[config.mk]
export PLATFORM = sky130hd
export DESIGN_NAME = ipr_resolver
export DESIGN_NICKNAME = d
export VERILOG_FILES = /design/src/rtl/ipr_pkg.sv /design/src/rtl/ipr_resolver.sv
export SDC_FILE = /design/constraint.sdc
export NUM_CORES = 1
export LEC_CHECK = 0
export BUFFER_PORTS_ARGS = -buffer_cell sky130_fd_sc_hd__buf_2
export CAP_MARGIN = 10
export CORE_AREA = 5 5 267 191
export CTS_CLUSTER_DIAMETER = 100
export DETAILED_ROUTE_END_ITERATION = 10
export DIE_AREA = 0 0 272 196
export GPL_TIMING_DRIVEN = 0
export RECOVER_POWER = 100
export SYNTH_ARGS = -nofsm -noshare
export SYNTH_HDL_FRONTEND = slang
export SYNTH_SLANG_ARGS = --single-unit
export TNS_END_PERCENT = 100
[constraint.sdc]
create_clock -name clk_i -period 88.7 [get_ports clk_i]
set_clock_uncertainty 0.15 [all_clocks]
set_input_delay 22.175 -clock clk_i [delete_from_list [all_inputs] [get_ports clk_i]]
set_output_delay 22.175 -clock clk_i [all_outputs]
set_load 0.02 [all_outputs]
[src/rtl/ipr_pkg.sv]
package ipr_pkg;

	// source and level geometry
	localparam int unsigned NUM_SRC      = 54;
	localparam int unsigned LVL_W        = 3;
	localparam int unsigned NIB_W        = 4;
	localparam int unsigned SRC_PER_REG  = 4;
	localparam int unsigned NUM_PRI_REG  = 14;
	localparam int unsigned SRC_W        = 6;
	localparam int unsigned VEC_W        = 7;
	localparam int unsigned PC_W         = 24;
	localparam int unsigned RST_SRC_N    = 6;

	// vector numbering: source number plus this offset
	localparam logic [VEC_W-1:0] VEC_OFFSET = 7'h08;

	// fixed source numbers of named requests
	localparam int unsigned SRC_EXT_ZERO  = 0;
	localparam int unsigned SRC_PWM_SPEV  = 18;
	localparam int unsigned SRC_PWM_GEN0  = 19;
	localparam int unsigned SRC_ADC_PAIR0 = 37;
	localparam int unsigned NUM_PWM_GEN   = 4;
	localparam int unsigned NUM_ADC_PAIR  = 6;

	// implemented source mask; reserved slots are zero
	localparam logic [NUM_SRC-1:0] SRC_IMPL_MASK =
		54'h0007e1_e87f_7fef;

	// register map, byte addresses
	localparam logic [7:0] ADDR_PRI_BASE  = 8'h00;
	localparam logic [7:0] ADDR_FLAG_LO   = 8'h40;
	localparam logic [7:0] ADDR_FLAG_HI   = 8'h44;
	localparam logic [7:0] ADDR_EN_LO     = 8'h48;
	localparam logic [7:0] ADDR_EN_HI     = 8'h4c;
	localparam logic [7:0] ADDR_RESULT    = 8'h50;
	localparam logic [7:0] ADDR_RST_CAUSE = 8'h54;

	// reset values
	localparam logic [15:0] PRI_RESET     = 16'h4444;
	localparam logic [PC_W-1:0] PC_RESET  = 24'h000000;

	// axi response codes
	localparam logic [1:0] RESP_OKAY   = 2'h0;
	localparam logic [1:0] RESP_SLVERR = 2'h2;

	// reset cause bit positions
	typedef enum logic [2:0] {
		RC_WDT,
		RC_UNINIT_W,
		RC_ILLEGAL,
		RC_LOCKOUT,
		RC_EXT,
		RC_POR
	} ipr_rst_cause_t;

	// arbitration result carried to the core
	typedef struct packed {
		logic             req;
		logic [VEC_W-1:0] vec;
		logic [LVL_W-1:0] lvl;
	} ipr_irq_t;

	// core error conditions reported each cycle
	typedef struct packed {
		logic wdt_expired;
		logic uninit_w_ptr;
		logic illegal_exec;
		logic illegal_flushed;
		logic [3:0] trap_hits;
	} ipr_err_t;

endpackage : ipr_pkg

[src/rtl/ipr_resolver.sv]
// Local design decisions: the AXI4-Lite interface to the registers and the address map.
`timescale 1ns/1ps
`default_nettype none

// Function
// - three-bit level in low nibble bits
// - nibble top bit reads as zero
// - zero lowest level, seven highest
// - natural order breaks same-level ties only
// - source zero best, fifty-three worst
// - source number is natural rank
// - vector equals source plus eight
// - assigned level outranks natural order
// - adc pairs at sources 37 to 42
// - pwm event 18, generators 19 to 22
// - arbitration held idle during reset
// - reset zeroes registers and program counter; priority registers load 4444 instead
// - six error conditions vector to reset
// - watchdog expiry raises reset
// - uninitialized pointer register raises reset
// - executed unused opcode raises reset
// - flushed unused opcode raises nothing
// - simultaneous traps force reset
// - level zero disables source
// - flags set regardless of enable
// - interrupt only above cpu current level
module ipr_resolver
	import ipr_pkg::*;
(
	input  wire logic              clk_i,
	input  wire logic              srst_i,
	input  wire logic              ce_i,
	// raw peripheral events, one per source
	input  wire logic [NUM_SRC-1:0] src_event_i,
	input  wire logic [NUM_PWM_GEN-1:0]  pwm_gen_event_i,
	input  wire logic              pwm_spev_event_i,
	input  wire logic [NUM_ADC_PAIR-1:0] adc_pair_event_i,
	input  wire logic              ext_rst_i,
	input  wire logic              por_i,
	input  wire logic [LVL_W-1:0]  cpu_current_level_i,
	input  wire ipr_err_t          err_i,
	output ipr_irq_t               irq_o,
	output logic [PC_W-1:0]        pc_load_o,
	output logic                   core_rst_o,
	// axi4-lite slave
	input  wire logic [7:0]        s_awaddr,
	input  wire logic              s_awvalid,
	output logic                   s_awready,
	input  wire logic [31:0]       s_wdata,
	input  wire logic [3:0]        s_wstrb,
	input  wire logic              s_wvalid,
	output logic                   s_wready,
	output logic [1:0]             s_bresp,
	output logic                   s_bvalid,
	input  wire logic              s_bready,
	input  wire logic [7:0]        s_araddr,
	input  wire logic              s_arvalid,
	output logic                   s_arready,
	output logic [31:0]            s_rdata,
	output logic [1:0]             s_rresp,
	output logic                   s_rvalid,
	input  wire logic              s_rready
);

	// pending flags, enables, packed levels
	logic [NUM_SRC-1:0]   flag;
	logic [NUM_SRC-1:0]   en;
	logic [15:0]          pri [NUM_PRI_REG];
	logic [RST_SRC_N-1:0] rst_cause;

	// write address/data holding
	logic [7:0]  aw_addr;
	logic        aw_full;
	logic [31:0] w_data;
	logic [3:0]  w_strb;
	logic        w_full;
	logic        wr_fire;

	// software clear mask for flags, enable alias, gathered events
	logic [NUM_SRC-1:0] sw_clr;
	logic [NUM_SRC-1:0] sw_set_en;
	logic [NUM_SRC-1:0] ev_all;

	// level of a source from packed nibbles
	function automatic logic [LVL_W-1:0] src_lvl(input int unsigned s);
		src_lvl = pri[s / SRC_PER_REG][(s % SRC_PER_REG) * NIB_W +: LVL_W];
	endfunction : src_lvl

	// apply byte strobes to a 32-bit word
	function automatic logic [31:0] merge(input logic [31:0] old,
		input logic [31:0] nw, input logic [3:0] st);
		merge = old;
		for (int b = 0; b < 4; b++)
			if (st[b])
				merge[b*8 +: 8] = nw[b*8 +: 8];
	endfunction : merge

	// nibble mask so top bit of each never stores
	localparam logic [15:0] NIB_MASK = 16'h7777;

	// gather events; fixed pwm and adc wiring
	always_comb
	begin
		ev_all = src_event_i;
		ev_all[SRC_PWM_SPEV] = pwm_spev_event_i;
		ev_all[SRC_PWM_GEN0 +: NUM_PWM_GEN] = pwm_gen_event_i;
		ev_all[SRC_ADC_PAIR0 +: NUM_ADC_PAIR] = adc_pair_event_i;
		ev_all = ev_all & SRC_IMPL_MASK;
	end

	// write channel acceptance
	assign s_awready = !aw_full;
	assign s_wready  = !w_full;
	assign wr_fire   = aw_full && w_full && !s_bvalid;

	// hold write address
	always_ff @(posedge clk_i)
	begin
		if (srst_i)
			aw_full <= 1'b0;
		else if (ce_i)
		begin
			if (s_awvalid && s_awready)
			begin
				aw_full <= 1'b1;
				aw_addr <= s_awaddr;
			end
			else if (wr_fire)
				aw_full <= 1'b0;
		end
	end

	// hold write data
	always_ff @(posedge clk_i)
	begin
		if (srst_i)
			w_full <= 1'b0;
		else if (ce_i)
		begin
			if (s_wvalid && s_wready)
			begin
				w_full <= 1'b1;
				w_data <= s_wdata;
				w_strb <= s_wstrb;
			end
			else if (wr_fire)
				w_full <= 1'b0;
		end
	end

	// write response
	always_ff @(posedge clk_i)
	begin
		if (srst_i)
		begin
			s_bvalid <= 1'b0;
			s_bresp  <= RESP_OKAY;
		end
		else if (ce_i)
		begin
			if (wr_fire)
			begin
				s_bvalid <= 1'b1;
				s_bresp  <= (aw_addr <= ADDR_RST_CAUSE && aw_addr[1:0] == 2'h0
					&& (aw_addr < 8'h38 || aw_addr >= ADDR_FLAG_LO))
					? RESP_OKAY : RESP_SLVERR;
			end
			else if (s_bready)
				s_bvalid <= 1'b0;
		end
	end

	// software clear mask: write one to clear flags
	always_comb
	begin
		sw_clr = '0;
		if (wr_fire && aw_addr == ADDR_FLAG_LO)
			sw_clr[31:0] = merge(32'h0, w_data, w_strb);
		if (wr_fire && aw_addr == ADDR_FLAG_HI)
			sw_clr[NUM_SRC-1:32] =
				(NUM_SRC-32)'(merge(32'h0, w_data, w_strb));
	end

	// sw_set_en unused alias kept to one driver
	assign sw_set_en = en;

	// pending flags: set wins over clear
	always_ff @(posedge clk_i)
	begin
		if (srst_i)
			flag <= '0;
		else if (ce_i)
			flag <= ((flag & ~sw_clr) | ev_all) & SRC_IMPL_MASK;
	end

	// enable registers
	always_ff @(posedge clk_i)
	begin
		if (srst_i)
			en <= '0;
		else if (ce_i && wr_fire)
		begin
			if (aw_addr == ADDR_EN_LO)
				en[31:0] <= merge(en[31:0], w_data, w_strb);
			if (aw_addr == ADDR_EN_HI)
				en[NUM_SRC-1:32] <= (NUM_SRC-32)'(merge(
					{10'h0, en[NUM_SRC-1:32]}, w_data, w_strb));
		end
	end

	// priority control registers, sixteen bits each
	always_ff @(posedge clk_i)
	begin
		if (srst_i)
		begin
			for (int r = 0; r < NUM_PRI_REG; r++)
				pri[r] <= PRI_RESET;
		end
		else if (ce_i && wr_fire)
		begin
			for (int r = 0; r < NUM_PRI_REG; r++)
				if (aw_addr == ADDR_PRI_BASE + 8'(r * 4))
					pri[r] <= 16'(merge({16'h0, pri[r]}, w_data,
						{2'b00, w_strb[1:0]})) & NIB_MASK;
		end
	end

	// arbitration: highest level, then lowest source number
	ipr_irq_t next_irq;
	always_comb
	begin
		logic [LVL_W-1:0] best_lvl;
		logic [SRC_W-1:0] best_src;
		logic             found;
		best_lvl = '0;
		best_src = '0;
		found    = 1'b0;
		// ascending scan; strict greater keeps the lower number on ties
		for (int s = 0; s < NUM_SRC; s++)
		begin
			// level zero never competes
			if (flag[s] && en[s] && src_lvl(s) != 3'h0)
			begin
				if (!found || src_lvl(s) > best_lvl)
				begin
					found    = 1'b1;
					best_lvl = src_lvl(s);
					best_src = SRC_W'(s);
				end
			end
		end
		next_irq.lvl = best_lvl;
		next_irq.vec = VEC_W'(best_src) + VEC_OFFSET;
		next_irq.req = found && (best_lvl > cpu_current_level_i);
	end

	// registered request to the core, quiet in reset
	always_ff @(posedge clk_i)
	begin
		if (srst_i || core_rst_o)
			irq_o <= '0;
		else if (ce_i)
			irq_o <= next_irq;
	end

	// synchronise external reset and power-on pins
	logic [1:0] ext_sync;
	logic [1:0] por_sync;
	always_ff @(posedge clk_i)
	begin
		if (srst_i)
		begin
			ext_sync <= '0;
			por_sync <= '0;
		end
		else if (ce_i)
		begin
			ext_sync <= {ext_sync[0], ext_rst_i};
			por_sync <= {por_sync[0], por_i};
		end
	end

	// error conditions that vector to reset
	logic [RST_SRC_N-1:0] cause_now;
	logic                 lockout;
	assign lockout = err_i.trap_hits[0] + err_i.trap_hits[1]
		+ err_i.trap_hits[2] + err_i.trap_hits[3] > 3'(1);
	always_comb
	begin
		cause_now = '0;
		cause_now[RC_WDT]      = err_i.wdt_expired;
		cause_now[RC_UNINIT_W] = err_i.uninit_w_ptr;
		// only executed opcodes count; flushed ones are ignored
		cause_now[RC_ILLEGAL]  = err_i.illegal_exec;
		cause_now[RC_LOCKOUT]  = lockout;
		cause_now[RC_EXT]      = ext_sync[1];
		cause_now[RC_POR]      = por_sync[1];
	end

	// core reset pulse and sticky cause record
	always_ff @(posedge clk_i)
	begin
		if (srst_i)
		begin
			core_rst_o <= 1'b0;
			rst_cause  <= '0;
		end
		else if (ce_i)
		begin
			core_rst_o <= |cause_now;
			if (|cause_now)
				rst_cause <= rst_cause | cause_now;
			else if (wr_fire && aw_addr == ADDR_RST_CAUSE)
				rst_cause <= rst_cause & ~w_data[RST_SRC_N-1:0];
		end
	end

	// program counter load value on reset entry
	always_ff @(posedge clk_i)
	begin
		if (srst_i)
			pc_load_o <= PC_RESET;
		else if (ce_i && |cause_now)
			pc_load_o <= PC_RESET;
	end

	// read channel
	assign s_arready = !s_rvalid;
	always_ff @(posedge clk_i)
	begin
		if (srst_i)
		begin
			s_rvalid <= 1'b0;
			s_rdata  <= 32'h0;
			s_rresp  <= RESP_OKAY;
		end
		else if (ce_i)
		begin
			if (s_arvalid && s_arready)
			begin
				s_rvalid <= 1'b1;
				s_rresp  <= RESP_OKAY;
				s_rdata  <= 32'h0;
				if (s_araddr[1:0] != 2'h0)
					s_rresp <= RESP_SLVERR;
				else if (s_araddr < 8'h38)
					s_rdata <= {16'h0, pri[s_araddr[5:2]]};
				else if (s_araddr == ADDR_FLAG_LO)
					s_rdata <= flag[31:0];
				else if (s_araddr == ADDR_FLAG_HI)
					s_rdata <= {10'h0, flag[NUM_SRC-1:32]};
				else if (s_araddr == ADDR_EN_LO)
					s_rdata <= en[31:0];
				else if (s_araddr == ADDR_EN_HI)
					s_rdata <= {10'h0, en[NUM_SRC-1:32]};
				else if (s_araddr == ADDR_RESULT)
					s_rdata <= {21'h0, irq_o.req, irq_o.vec, irq_o.lvl};
				else if (s_araddr == ADDR_RST_CAUSE)
					s_rdata <= {26'h0, rst_cause};
				else
					s_rresp <= RESP_SLVERR;
			end
			else if (s_rready)
				s_rvalid <= 1'b0;
		end
	end

endmodule : ipr_resolver

`default_nettype wire

==> run summary <==
The chip height came out at 196 um. The via count of the first global-routing pass was 18570. Summing all flip-flop and latch instances after layout gives 0.009289 mm^2.

The clock network latency to the later pin of the worst-skew pair is 560 ps. Counting cells, the worst reg-to-reg path comes to 218. The maximum number of pins on one net before global-route repair is 15. The initial antenna violation count came to 2. The post-layout net count is 2656. In the finished design, the share of the clock period the worst path needs comes to 61.57%. STA classifies the critical path startpoint as a flip-flop. The number of placed I/O pins is 215. The peak ir drop on the vdd network is 17.39 uV. The worst min-delay path category is flip-flop to flip-flop. The post-route antenna net violation count is 0. The maximum clock path buffer count is 3. The largest stage delay on the critical path came out at 1030 ps. Clock-pin slew was measured on the worst setup and hold paths at 60 ps. The number of standard-cell rows in the floorplan is 68. After floorplanning, the core was sized to cover 0.04841 mm^2. Among all stages on the critical path, the largest delay is contributed by o31ai_1. The number of design rule violations left after detail routing came out at 0. Among all flip-flop cells after synthesis, the most frequent one is edfxtp_1. The power density over the cells came out at 15.74 mW/mm^2. The startpoint-to-endpoint class of the critical path is flip-flop to flip-flop. The wire length reported by the detailed router came out at 85760 um. The count of hold-fix buffers inserted at cts is 0.

The leakage power total is 9.428 nW. Setup repair after global routing left no endpoint under its margin. The share of cells above drive strength 1 is 11.65%.

Setup violations remaining at the end of the flow were counted as 0. Buffers added to address setup during post-CTS repair amount to 0. The count of synthesis-stage warnings from yosys is 0. The average cell area after synthesis is 9.587 um^2. In this run, synthesis inferred 212 flip-flops with an integrated enable. The data arrival time of the critical path is 54910 ps.

After synthesis the netlist holds a flip-flop and latch count of 358. The flow ran to the end, but the final reports show violations. The endpoint required time on the critical path is 88990 ps.

The fraction of registers with async set/reset is 0%. Counting stages on the worst path, the most repeated cell is ha_1. Static timing analysis puts the maximum clock frequency at 18.31 MHz.

Global routing used 31.16% of the available tracks across all layers. The worst-margin pin slew came out at 1772 ps. The post-placement cell area came out at 0.02299 mm^2. The clock period minus worst slack is 54620 ps.

The sum of overflow across all layers after global routing is 0. The cell count of the worst hold path came out at 2. The summed instance area of the synthesized netlist is 0.02130 mm^2. Before antenna repair, the detailed router went through 5 iterations.

The most critical setup path has its startpoint at flag[0]. The maximum fanout along the worst path is 10. The final hold violation count came out at 0. The worst hold path begins at s_rdata[30]. The root buffer cell chosen for the clock tree is clkbuf_16. Max-cap violations in this run came to 1. The footprint of the multi-input gates is 0.01121 mm^2. STA classifies the critical path endpoint as a flip-flop. The placer's final routability congestion estimate came out at 1.070. The end-of-flow core utilization is 49.92%. The setup slack of the most critical reg-to-reg path is 34080 ps. The die is 272 um wide.

The first global-routing pass estimated 124000 um of wire. The gate count after technology mapping came out at 2222. The area growth from synthesis to final layout came out at 13.45%. The initial core utilization is 44.00%. The post-route standard cell area excluding fillers is 0.02417 mm^2.

The final route contains 19820 vias. The depth of the CTS H-tree came out at 2. The HPWL after detailed placement is 67940 um. The average vias per placed instance came out at 6.384. The number of distinct library cells after synthesis is 104. The relative max-transition margin came out at -19.80%. The final sum of negative setup slack is 0 ps.

For hold timing, the worst endpoint is s_rdata[30]. Sorting the synthesized cells by area gives the leading types as edfxtp_1 30%, dfxtp_1 14%, nor2_1 6.3%. The post-cts repair resize count is 0.

The average detailed-routed wire length per instance is 27.63 um. The count of buffers from port buffering came out at 149. The detailed router's first-iteration violation count is 2782. The area share of the largest cell type after synthesis is 29.88%. In this run the critical register-to-register path is launched from flag[0]. Of the synthesized area, sequential elements account for 43.60%. The post-synthesis cell type with the largest combined area is edfxtp_1. The count of pins over their slew limit came out at 9. TritonCTS built the clock tree. The total number of clock tree sinks came out at 358. The number of fill cells in the layout came out at 4509. The total die area came out at 0.05331 mm^2.

The checks that failed: capacitance limit, slew limit. The number of clock buffers inserted by TritonCTS is 38. The endpoint of the worst-slack reg-to-reg timing path is irq_o[10].
[where the power goes]
part / switching [mW] / leakage, nW / total, mW / internal [mW]
registers: 0.00625 / 3.16 / 0.187 / 0.180
clock network: 0.0713 / 0.623 / 0.164 / 0.0932
logic: 0.0195 / 5.64 / 0.0291 / 0.00961
[state kept, by name, summed over array words and instances (netlist names)]
name        count
aw_addr         8
aw_full         1
core_rst_o      1
en             54
ext_sync        2
flag           32
irq_o          11
por_sync        2
pri           168
rst_cause       6
s_bresp         1
s_bvalid        1
s_rdata        32
s_rresp         1
s_rvalid        1
w_data         32
w_full          1
w_strb          4
[cell usage after synthesis, types with 18 or more instances]
cell type	n
nand2_1	203
clkbuf_1	87
ha_1	74
buf_4	26
and2_1	23
or2_2	18
o311ai_0	26
o311a_1	28
a21oi_1	118
nor2_1	359
nor3_1	34
dfxtp_1	146
inv_1	88
o21ai_0	106
mux2i_1	118
a21o_1	39
nand2b_1	27
a22oi_1	49
nand3_1	59
a31oi_1	33
o21a_1	20
a211oi_1	24
edfxtp_1	212
mux4_2	38
[worst max path at each step]
stage	end	slack, ps
floorplan	irq_o[10]	46130
global placement	irq_o[10]	38550
detailed placement	irq_o[10]	37490
CTS	irq_o[10]	37140
global route	irq_o[10]	30590
finish	irq_o[10]	34080
[placed cells by master, fill, tap and decap left out, types with 13 or more instances in the layout]
master	synthesis	final
mux4_2	38	38
inv_1	88	88
o311ai_0	26	26
nor2b_1	13	13
nand2b_1	27	27
buf_2	0	98
a31oi_1	33	33
a21o_1	39	39
o211ai_1	15	15
and3_1	15	15
a211oi_1	24	25
conb_1	1	26
nand2_1	203	203
o311a_1	28	28
buf_4	26	28
a21oi_1	118	118
or2_2	18	17
o21a_1	20	21
a22oi_1	49	50
ha_1	74	74
dfxtp_1	146	146
clkbuf_1	87	153
clkbuf_16	0	40
nand3_1	59	59
and2_1	23	21
mux2i_1	118	118
nor3_1	34	34
edfxtp_1	212	212
o22ai_1	13	14
nor2_1	359	359
o21ai_0	106	108
[critical path: cells and delay by family, from the launching register on]
kind / cells / cell delay (ps)
compound gates: 106 / 28520
fa+ha+maj: 37 / 11500
flops: 1 / 520
buf+inv: 12 / 1710
mux: 9 / 3530
simple gates: 54 / 8470
[cell type report]
type	count	share of cell area, %
Clock buffer	51	4.478
Buffer	120	2.268
Timing Repair Buffer	156	2.961
Sequential cell	358	38.43
Multi-Input combinational cell	1681	46.37
Inverter	88	1.367
Antenna cell	1	0.01035
Tap cell	630	3.262
Clock inverter	19	0.8490
[metal layers]
layer / vias up / track usage [%] / share of wire, %
li1: 8739 / - / -
met2: 1307 / 42.79 / 39
met1: 9649 / 47.19 / 43
met3: 122 / 9.806 / 15
met5: - / 0 / 0
met4: 0 / 8.300 / 2.8
[kinds of logic after synthesis]
| group | Yosys count | share of synthesized area (%) |
|---|---|---|
| fa+ha+maj | 81 | 4.722 |
| buf+inv | 208 | 4.123 |
| mux | 165 | 10.04 |
| other cells | 1 | 0.01760 |
| compound gates | 603 | 20.40 |
| simple gates | 806 | 17.09 |
| flops | 358 | 43.60 |
[per-stage QoR]
stage	hold slack [ps]	cells	power, mW	setup WS [ps]
finish	304.9	3104	0.3803	34080
global route	335.7	3103	0.3887	30590
CTS	303.7	3101	0.3791	37140
detailed placement	295.3	3031	0.2181	37490
global placement	291.3	3026	0.2175	38550
floorplan	302.5	2247	0.2036	46130
(Power assumes the default switching activity.)
